`src/rtl/thermal_alarm_pkg.sv`:
```
// Package with constants shared by the thermal alarm and power status logic.
package thermal_alarm_pkg;
   // Synchroniser depth for pin inputs.
   localparam int SYNC_STAGES = 3;
   // Reset value of the throttle engage flag.
   localparam logic THROTTLE_RST = 1'b0;
   // Reset value of the active-low status output and synchroniser stages (released).
   localparam logic PIN_IDLE_N = 1'b1;
   // Drive source encoding for the alarm pin.
   typedef enum logic [1:0]
   {
      SRC_NONE     = 2'b00,
      SRC_INTERNAL = 2'b01,
      SRC_EXTERNAL = 2'b10,
      SRC_BOTH     = 2'b11
   } throttle_src_e;
endpackage

```
`src/rtl/alarm_sync_if.sv`:
```
// Interface carrying the synchronised alarm pin level between modules.
`timescale 1ns/1ps
interface alarm_sync_if;
   logic pin_raw_n;
   logic pin_low;
   logic pin_low_valid;
   modport sync
   (
      input  pin_raw_n,
      output pin_low,
      output pin_low_valid
   );
   modport user
   (
      output pin_raw_n,
      input  pin_low,
      input  pin_low_valid
   );
endinterface

```
`src/rtl/alarm_pin_sync.sv`:
```
// Three-stage pin synchroniser with agreement filter for the alarm line.
`timescale 1ns/1ps
module alarm_pin_sync
   import thermal_alarm_pkg::*;
(
   input  wire logic   core_clk,
   input  wire logic   sys_rst,
   alarm_sync_if.sync  sif
);
   // ------------------------------------------------------------
   // Synchroniser chain
   // ------------------------------------------------------------
   logic [SYNC_STAGES-1:0] stage_reg;
   logic                   level_reg;

   // Shift the raw pin level through the chain; first stage feeds only the second.
   always_ff @(posedge core_clk)
   begin
      if (sys_rst)
         stage_reg <= {SYNC_STAGES{PIN_IDLE_N}};
      else
         stage_reg <= {stage_reg[SYNC_STAGES-2:0], sif.pin_raw_n};
   end

   // Accept a new level only when the second and third stages agree.
   always_ff @(posedge core_clk)
   begin
      if (sys_rst)
         level_reg <= 1'b0;
      else if (stage_reg[1] == stage_reg[2])
         level_reg <= ~stage_reg[2];
   end

   assign sif.pin_low       = level_reg;
   assign sif.pin_low_valid = (stage_reg[1] == stage_reg[2]);
endmodule

```
`src/rtl/thermal_alarm_power_status.sv`:
```
// Thermal alarm line and low-power status sideband logic.
`timescale 1ns/1ps
module thermal_alarm_power_status
   import thermal_alarm_pkg::*;
(
   input  wire logic core_clk,
   input  wire logic sys_rst,
   input  wire logic over_temp,
   input  wire logic throttle_enable,
   input  wire logic deepest_sleep,
   input  wire logic thermal_alarm_n_in,
   output logic      thermal_alarm_n_out,
   output logic      thermal_alarm_n_oe,
   output logic      thermal_throttle_unit_active,
   output logic      throttle_from_external,
   output logic      low_power_status_n
);
   // ------------------------------------------------------------
   // Input conditioning
   // ------------------------------------------------------------
   alarm_sync_if sif ();

   assign sif.pin_raw_n = thermal_alarm_n_in;

   // Synchronise the shared alarm line into the core clock domain.
   alarm_pin_sync u_sync
   (
      .core_clk (core_clk),
      .sys_rst  (sys_rst),
      .sif      (sif)
   );

   logic over_temp_reg;
   logic drive_reg;
   logic drive_d_reg;
   logic ext_low;

   // Register the internal monitor result; it is same-clock logic.
   always_ff @(posedge core_clk)
   begin
      if (sys_rst)
         over_temp_reg <= 1'b0;
      else
         over_temp_reg <= over_temp;
   end

   // Remember own drive over the synchroniser latency so it is not mistaken for
   // an external assertion when our drive is released.
   logic [SYNC_STAGES:0] own_hist_reg;
   always_ff @(posedge core_clk)
   begin
      if (sys_rst)
         own_hist_reg <= '0;
      else
         own_hist_reg <= {own_hist_reg[SYNC_STAGES-1:0], drive_reg};
   end

   // An assertion counts as external only while our own drive is absent.
   assign ext_low = sif.pin_low && !drive_reg && (own_hist_reg == '0);

   // ------------------------------------------------------------
   // Pin drive
   // ------------------------------------------------------------
   // Pull the alarm line low while the die is at its limit.
   always_ff @(posedge core_clk)
   begin
      if (sys_rst)
         drive_reg <= 1'b0;
      else
         drive_reg <= over_temp_reg;
   end

   // Open-drain pin: output level is always low, enable marks drive.
   always_ff @(posedge core_clk)
   begin
      if (sys_rst)
      begin
         thermal_alarm_n_out <= 1'b0;
         thermal_alarm_n_oe  <= 1'b0;
      end
      else
      begin
         thermal_alarm_n_out <= 1'b0;
         thermal_alarm_n_oe  <= over_temp_reg;
      end
   end

   // ------------------------------------------------------------
   // Throttle control
   // ------------------------------------------------------------
   throttle_src_e src;
   logic          ext_hold_reg;

   // External hold stays set until the synchronised line reads high again, even while own drive holds it low, or the throttle is disabled.
   always_ff @(posedge core_clk)
   begin
      if (sys_rst)
         ext_hold_reg <= THROTTLE_RST;
      else if (throttle_enable && ext_low)
         ext_hold_reg <= 1'b1;
      else if (!sif.pin_low || !throttle_enable)
         ext_hold_reg <= 1'b0;
   end

   assign src = throttle_src_e'({ext_hold_reg, drive_reg});

   // Engage the throttle unit for any enabled source.
   always_ff @(posedge core_clk)
   begin
      if (sys_rst)
      begin
         thermal_throttle_unit_active <= THROTTLE_RST;
         throttle_from_external       <= 1'b0;
      end
      else
      begin
         case (src)
            SRC_NONE:
            begin
               thermal_throttle_unit_active <= 1'b0;
               throttle_from_external       <= 1'b0;
            end
            SRC_INTERNAL:
            begin
               thermal_throttle_unit_active <= throttle_enable;
               throttle_from_external       <= 1'b0;
            end
            SRC_EXTERNAL, SRC_BOTH:
            begin
               thermal_throttle_unit_active <= throttle_enable;
               throttle_from_external       <= throttle_enable;
            end
            default:
            begin
               thermal_throttle_unit_active <= 1'b0;
               throttle_from_external       <= 1'b0;
            end
         endcase
      end
   end

   // ------------------------------------------------------------
   // Low-power status
   // ------------------------------------------------------------
   // Signal light load to the regulator while in the deepest sleep state.
   always_ff @(posedge core_clk)
   begin
      if (sys_rst)
         low_power_status_n <= PIN_IDLE_N;
      else
         low_power_status_n <= ~deepest_sleep;
   end

   // ------------------------------------------------------------
   // Checks
   // ------------------------------------------------------------
   // These watch inputs as well as registered state and stay quiet while reset is held.
   // Each delay matches the register stages of the path that it guards.

   // The pin is sunk two edges after the monitor reports its limit.
   AST_DRIVE_FOLLOWS_TEMP: assert property (@(posedge core_clk) disable iff (sys_rst)
      over_temp |-> ##2 thermal_alarm_n_oe)
      else $error("Alarm not driven two cycles after over temperature.");

   // The pin is released two edges after the die cools.
   AST_NO_DRIVE_COOL: assert property (@(posedge core_clk) disable iff (sys_rst)
      !over_temp |-> ##2 !thermal_alarm_n_oe)
      else $error("Alarm driven without over temperature.");

   // The open-drain level stays low whenever the pin is enabled.
   AST_OUT_LOW: assert property (@(posedge core_clk) disable iff (sys_rst)
      thermal_alarm_n_oe |-> !thermal_alarm_n_out)
      else $error("Alarm pin enabled with a high level.");

   // Own drive with an enabled unit engages the throttle on the next edge.
   AST_DRIVE_THROTTLES: assert property (@(posedge core_clk) disable iff (sys_rst)
      (drive_reg && throttle_enable) |=> thermal_throttle_unit_active)
      else $error("Driven alarm without engaged throttle.");

   // An accepted external assertion engages the throttle two edges later.
   AST_EXT_ENGAGE: assert property (@(posedge core_clk) disable iff (sys_rst)
      (ext_low && throttle_enable)
         |-> ##2 (thermal_throttle_unit_active || !$past(throttle_enable)))
      else $error("External alarm did not engage throttle.");

   // A disabled unit never engages, whatever the source.
   AST_DISABLED_IDLE: assert property (@(posedge core_clk) disable iff (sys_rst)
      !throttle_enable |=> !thermal_throttle_unit_active)
      else $error("Throttle engaged while disabled.");

   // The external flag only stands after the wire was seen low.
   AST_EXT_NEEDS_WIRE: assert property (@(posedge core_clk) disable iff (sys_rst)
      throttle_from_external |-> $past(sif.pin_low, 2))
      else $error("External throttle flagged without a low wire.");

   // The external hold survives as long as the wire stays low and the unit is enabled.
   AST_EXT_HOLD: assert property (@(posedge core_clk) disable iff (sys_rst)
      (ext_hold_reg && sif.pin_low && throttle_enable) |=> ext_hold_reg)
      else $error("External throttle dropped while line held.");

   // Releasing the wire clears the external flag within two edges.
   AST_EXT_RELEASE: assert property (@(posedge core_clk) disable iff (sys_rst)
      (!sif.pin_low && !drive_reg) |-> ##2 !throttle_from_external)
      else $error("External throttle kept after release.");

   // Deepest sleep asserts the low-power status on the next edge.
   AST_LOW_POWER: assert property (@(posedge core_clk) disable iff (sys_rst)
      deepest_sleep |=> !low_power_status_n)
      else $error("Low-power status not asserted in deepest sleep.");

   // The filtered level only moves after the last two stages agreed.
   AST_SYNC_SETTLED: assert property (@(posedge core_clk) disable iff (sys_rst)
      $changed(sif.pin_low) |-> $past(sif.pin_low_valid))
      else $error("Synchronised level moved before the stages agreed.");

   // Own drive never sets the external hold.
   AST_OWN_IGNORED: assert property (@(posedge core_clk) disable iff (sys_rst)
      drive_reg |=> !ext_hold_reg || $past(ext_hold_reg))
      else $error("Own drive taken as external assertion.");
endmodule

```
`config.mk`:
```
export PLATFORM = sky130hd
export DESIGN_NAME = thermal_alarm_power_status
export DESIGN_NICKNAME = d
export VERILOG_FILES = /design/src/rtl/thermal_alarm_pkg.sv /design/src/rtl/alarm_sync_if.sv /design/src/rtl/alarm_pin_sync.sv /design/src/rtl/thermal_alarm_power_status.sv
export SDC_FILE = /design/constraint.sdc
export NUM_CORES = 1
export LEC_CHECK = 0
export BUFFER_PORTS_ARGS = -buffer_cell sky130_fd_sc_hd__buf_2
export CAP_MARGIN = 10
export CORE_AREA = 3 3 40 42
export DETAILED_ROUTE_END_ITERATION = 12
export DIE_AREA = 0 0 43 45
export PLACE_DENSITY = 0.65
export SLEW_MARGIN = 20
export SYNTH_ARGS = -nofsm -noshare
export SYNTH_HDL_FRONTEND = slang
export SYNTH_SLANG_ARGS = --single-unit
```
`constraint.sdc`:
```
create_clock -name core_clk -period 1.3 [get_ports core_clk]
set_clock_uncertainty 0.1 [all_clocks]
set_input_delay 0.26 -clock core_clk [delete_from_list [all_inputs] [get_ports core_clk]]
set_output_delay 0.26 -clock core_clk [all_outputs]
set_load 0.01 [all_outputs]
```
==> results.sh, run 1 <==
export IMPL_vias=280
export IMPL_fin_setup_tns_ps=0
export IMPL_groute_layer_met2_usage=0.108
export IMPL_busiest_layer="met2"
export IMPL_root_buffer="clkbuf_4"
export IMPL_fmax_mhz=874
export IMPL_firstDrtPassIters=2
export IMPL_yosysSeqAreaShare=0.644
export IMPL_fin_crit_sh=0.881
export IMPL_placedInstanceArea_um2=495
export IMPL_setup_viol=0
export IMPL_grt_max_degree=15
export IMPL_end_kind="primary output"
export IMPL_initial_core_util=0.339
export IMPL_worst_endpoint_required_ps=940
export IMPL_vdd_drop_max_mv=1.02
export IMPL_grt_setup_unrepaired="false"
export IMPL_netlist_cell_type_count=16
export IMPL_cp_cell_sequence="buf_2"
export IMPL_cts_clk_slew_worst_paths_ps=80
export IMPL_ys_warn_count=0
export IMPL_synth_cell_area_um2=435
export IMPL_r2r_slack_ps=170
export IMPL_path_delay_family="flip-flops"
export IMPL_synth_seq_cells=14
export IMPL_hold_start="deepest_sleep"
export IMPL_holdWs_ps=44.8
export IMPL_cp_slowest_cell="dfxtp_1"
export IMPL_crit_fanout=4
export IMPL_p_per_area_nw_per_um2=1470
export IMPL_syn_nets=43
export IMPL_die_y_um=45
export IMPL_cts_max_path_buffers=2
export IMPL_postLayoutCellArea_um2=532
export IMPL_max_stage_delay_ps=370
export IMPL_finalHoldViolations=0
export IMPL_post_route_util=0.414
export IMPL_portBuffers=9
export IMPL_run_status="complete, no violations"
export IMPL_reg2reg_from="thermal_alarm_n_oe"
export IMPL_p_leak_nw=0.224
export IMPL_grt_pass1_vias=239
export IMPL_wirelength_um=613
export IMPL_gp_congestion=0.618
export IMPL_power_frac_comb=0.043
export IMPL_p_seq_frac=0.567
export IMPL_p_int_w=0.000628
export IMPL_gr_total_overflow=0
export IMPL_switching_power_w=0.000154
export IMPL_r2r_cells=2
export IMPL_track_usage=0.0780
export IMPL_cts_hold_buf=0
export IMPL_tritoncts="built"
export IMPL_hp_class="in2reg"
export IMPL_drive_above_1_share=0.408
export IMPL_final_max_slew_viol_count=0
export IMPL_io_pins=11
export IMPL_cts_sinks=14
export IMPL_die_w_um=43
export IMPL_clkPwrFrac=0.390
export IMPL_cp_buffers_inverters=1
export IMPL_cp_arrival_ps=780
export IMPL_holdPathEnd="low_power_status_n"
export IMPL_syn_to_final_growth_pct=22.1
export IMPL_antenna_found_initial=0
export IMPL_final_nets=56
export IMPL_drc=0
export IMPL_syn_inst=37
export IMPL_fillCellCount=132
export IMPL_cts_setup_buffers=0
export IMPL_ctsHtreeMaxLevel=1
export IMPL_wl_per_cell_um=9.58
export IMPL_dieArea_um2=1940
export IMPL_use_met3=0.0717
export IMPL_diodes=0
export IMPL_core_area_um2=1280
export IMPL_min_period_ps=1140
export IMPL_detail_route_antenna_nets=0
export IMPL_maxCapViolations=0
export IMPL_rows=13
export IMPL_p_sw_frac=0.197
export IMPL_drt_iter0_drc=1
export IMPL_numCtsBuffers=3
export IMPL_use_met1=0.0887
export IMPL_insertion_delay_ps=270
export IMPL_ctsResizeCount=0
export IMPL_syn_avg_cell_area_um2=11.8
export IMPL_worstSetupStartpointType="flip-flop"
export IMPL_vias_per_cell=4.38
export IMPL_hold_depth=2
export IMPL_grt_pass1_wl_mm=1.06
export IMPL_largest_register_ff_count=4
export IMPL_r2r_end="ext_hold_reg"
export IMPL_crit_type="reg2out"
[power groups by stage]
stage / Clock, W / Sequential, W / Combinational [W]
2_1_floorplan: 0 / 0.000454 / 0.0000179
3_3_place_gp: 0 / 0.000453 / 0.0000332
3_5_place_dp: 0 / 0.000453 / 0.0000334
4_1_cts: 0.000320 / 0.000443 / 0.0000334
5_1_grt: 0.000345 / 0.000444 / 0.0000382
6_report: 0.000305 / 0.000443 / 0.0000333
[layer usage]
| layer | part of all wire | vias up |
|---|---|---|
| met5 | 0 | - |
| met4 | 0 | 0 |
| li1 | - | 142 |
| met3 | 0.096 | 0 |
| met2 | 0.45 | 13 |
| met1 | 0.46 | 125 |
[logic make-up after synthesis]
group	Yosys count	synth area share
other	1	0.00861
buffers and inverters	2	0.0259
and+or+nand+nor	17	0.276
AOI/OAI and AO/OA	3	0.0460
DFF	14	0.644
[cell usage after synthesis]
library cell / instances / area, um2
dfxtp_1: 14 / 280
nor2b_1: 5 / 31.3
or2_2: 4 / 25.0
or4b_1: 2 / 20.0
a21bo_2: 1 / 10.0
a21oi_1: 1 / 5.00
and3b_1: 1 / 8.76
buf_4: 1 / 7.51
clkbuf_1: 1 / 3.75
conb_1: 1 / 3.75
nand2b_1: 1 / 6.26
nand4b_1: 1 / 8.76
nor2_1: 1 / 3.75
nor2b_2: 1 / 8.76
nor3b_1: 1 / 7.51
o21ai_1: 1 / 5.00
[through the flow]
step           power (W)  worst slack [ps]  instances
2_1_floorplan   0.000472               175         37
3_3_place_gp    0.000486               170         60
3_5_place_dp    0.000487               175         60
4_1_cts         0.000797               136         64
5_1_grt         0.000828              95.8         64
6_report        0.000782               155         64
[final cells by class]
cell class / instances / area, um2 / area share
well taps: 15 / 18.8 / 0.0353
repair buffers: 10 / 52.6 / 0.0988
multi-input cells: 21 / 144 / 0.271
flip-flops and latches: 14 / 280 / 0.527
clock buffers: 4 / 36.3 / 0.0682
[cells in the final DEF, fill, tap and decap left out]
cell | netlist | routed
dfxtp_1 | 14 | 14
buf_2 | 0 | 9
nor2b_1 | 5 | 5
or2_2 | 4 | 4
clkbuf_4 | 0 | 3
or4b_1 | 2 | 2
nor2b_2 | 1 | 1
nand4b_1 | 1 | 1
o21ai_1 | 1 | 1
nor2_1 | 1 | 1
nor3b_1 | 1 | 1
and3b_1 | 1 | 1
nand2b_1 | 1 | 1
a21bo_2 | 1 | 1
a21oi_1 | 1 | 1
conb_1 | 1 | 1
clkbuf_8 | 0 | 1
buf_4 | 1 | 1
[worst max path at each step]
stage,startpoint,endpoint,slack (ps),cells after the start
4_1_cts,thermal_alarm_n_oe,thermal_alarm_n_oe,140,1
2_1_floorplan,thermal_alarm_n_oe,ext_hold_reg,180,2
6_report,thermal_alarm_n_oe,thermal_alarm_n_oe,160,1
5_1_grt,thermal_alarm_n_oe,thermal_alarm_n_oe,100,1
3_3_place_gp,thermal_alarm_n_oe,ext_hold_reg,170,2
3_5_place_dp,thermal_alarm_n_oe,ext_hold_reg,180,2
Note: power is estimated with default switching activity, not from simulation.
==> inputs of run 2 (changes only) <==
--- a/config.mk
+++ b/config.mk
@@ -7,11 +7,12 @@
 export LEC_CHECK = 0
 export BUFFER_PORTS_ARGS = -buffer_cell sky130_fd_sc_hd__buf_2
 export CAP_MARGIN = 10
-export CORE_AREA = 3 3 40 42
+export CORE_AREA = 2 2 39 41
 export DETAILED_ROUTE_END_ITERATION = 12
-export DIE_AREA = 0 0 43 45
+export DIE_AREA = 0 0 41 43
 export PLACE_DENSITY = 0.65
 export SLEW_MARGIN = 20
 export SYNTH_ARGS = -nofsm -noshare
 export SYNTH_HDL_FRONTEND = slang
+export SYNTH_HIERARCHICAL = 1
 export SYNTH_SLANG_ARGS = --single-unit
==> results.sh, run 2 <==
export IMPL_run_status="complete, no violations"
export IMPL_ys_warn_count=6
export IMPL_maxCapViolations=0
export IMPL_final_common_cell="dfxtp_1"
export IMPL_multi_input_comb_area_um2=140
export IMPL_tritoncts="built"
export IMPL_cts_clk_slew_worst_paths_ps=80
export IMPL_ctsResizeCount=0
export IMPL_holdWs_ps=46.4
export IMPL_grt_pass1_vias=272
export IMPL_crit_type="reg2out"
export IMPL_cts_sinks=14
export IMPL_finalHoldViolations=0
export IMPL_core_area_um2=1380
export IMPL_syn_inst=38
export IMPL_hp_class="in2reg"
export IMPL_min_period_ps=1150
export IMPL_track_usage=0.101
export IMPL_fin_crit_sh=0.884
export IMPL_register_area_um2=280
export IMPL_startpoint="thermal_alarm_n_oe"
export IMPL_cts_setup_buffers=0
export IMPL_antenna_found_initial=0
export IMPL_drc=0
export IMPL_diodes=0
export IMPL_p_per_area_nw_per_um2=1460
export IMPL_crit_fanout=4
export IMPL_cp_endpoint="thermal_alarm_n_oe"
export IMPL_syn_avg_cell_area_um2=11.5
export IMPL_postLayoutCellArea_um2=533
export IMPL_path_delay_family="flip-flops"
export IMPL_vias=276
export IMPL_synth_cell_area_um2=435
export IMPL_cts_hold_buf=0
export IMPL_reg2reg_from="own_hist_reg[1]"
export IMPL_grt_max_degree=16
export IMPL_cp_arrival_ps=790
export IMPL_syn_nets=44
export IMPL_crit_cells=1
export IMPL_final_max_slew_viol_count=0
export IMPL_root_buffer="clkbuf_4"
export IMPL_portBuffers=9
export IMPL_drt_iter0_drc=2
export IMPL_dieArea_um2=1760
export IMPL_fmax_mhz=870
export IMPL_placedInstanceArea_um2=497
export IMPL_cts_max_path_buffers=2
export IMPL_setup_viol=0
export IMPL_fin_setup_tns_ps=0
export IMPL_die_w_um=41
export IMPL_firstDrtPassIters=2
export IMPL_vdd_drop_max_mv=0.676
export IMPL_cp_buffers_inverters=1
export IMPL_drive_above_1_share=0.340
export IMPL_wirelength_um=619
export IMPL_grt_setup_unrepaired="false"
export IMPL_cp_slowest_cell="dfxtp_1"
export IMPL_cp_cell_sequence="buf_2"
export IMPL_numCtsBuffers=3
export IMPL_insertion_delay_ps=270
export IMPL_initial_core_util=0.315
export IMPL_r2r_cells=2
export IMPL_p_leak_nw=0.234
export IMPL_wl_per_cell_um=9.38
export IMPL_grt_pass1_wl_mm=1.05
export IMPL_syn_to_final_growth_pct=22.4
export IMPL_worstSetupStartpointType="flip-flop"
export IMPL_mostFrequentLayoutCells="dfxtp_1 (14), buf_2 (9), nor2b_1 (5)"
export IMPL_ctsHtreeMaxLevel=1
export IMPL_gp_congestion=0.676
export IMPL_r2r_slack_ps=180
export IMPL_rows=14
export IMPL_gr_total_overflow=0
export IMPL_worst_endpoint_required_ps=940
export IMPL_largest_register_ff_count=4
export IMPL_fillCellCount=135
export IMPL_vias_per_cell=4.18
export IMPL_final_nets=57
export IMPL_r2r_end="ext_hold_reg"
export IMPL_io_pins=11
export IMPL_max_stage_delay_ps=370
export IMPL_die_y_um=43
export IMPL_end_kind="primary output"
export IMPL_detail_route_antenna_nets=0
[run 2: changes by cell type in the layout (fill, tap and decap cells not counted), sizes merged]
cell   change
a21bo      -1
nand2      +1
or2        -1
inv        +1
a31o       +1
nor3       +1
a21oi      -1
[run 2: worst min-delay path by stage]
stage	start	end	cells after the start
6_report	deepest_sleep	low_power_status_n	2
5_1_grt	deepest_sleep	low_power_status_n	2
4_1_cts	deepest_sleep	low_power_status_n	2
3_5_place_dp	u_sync/stage_reg[0]	u_sync/stage_reg[1]	1
3_3_place_gp	u_sync/stage_reg[0]	u_sync/stage_reg[1]	1
2_1_floorplan	deepest_sleep	low_power_status_n	1
[run 2: power by group]
| part | internal (W) | switching [W] | leakage [nW] |
|---|---|---|---|
| combinational | 0.0000184 | 0.0000168 | 0.0988 |
| sequential | 0.000439 | 0.00000394 | 0.114 |
| clock | 0.000170 | 0.000131 | 0.0210 |
[run 2: per-layer routing]
metal | share of wire | GRT usage
met2 | 0.42 | 0.119
met3 | 0.082 | 0.0785
met1 | 0.46 | 0.105
met4 | 0.027 | 0.100
met5 | 0 | 0
[run 2: per-stage QoR]
step / util / instances / power [W] / worst slack (ps)
after global routing: 0.385 / 66 / 0.000817 / 108
final: 0.385 / 66 / 0.000780 / 150
after CTS: 0.385 / 66 / 0.000796 / 132
after global placement: 0.359 / 62 / 0.000488 / 201
after detailed placement: 0.359 / 62 / 0.000489 / 196
after floorplan: - / 38 / 0.000473 / 227
[run 2: final cells by class]
type,count,share of cell area
clock buffer,4,0.0681
inverter,1,0.00704
multi-input combinational,21,0.263
sequential,14,0.526
tap,16,0.0376
timing repair buffer,10,0.0986
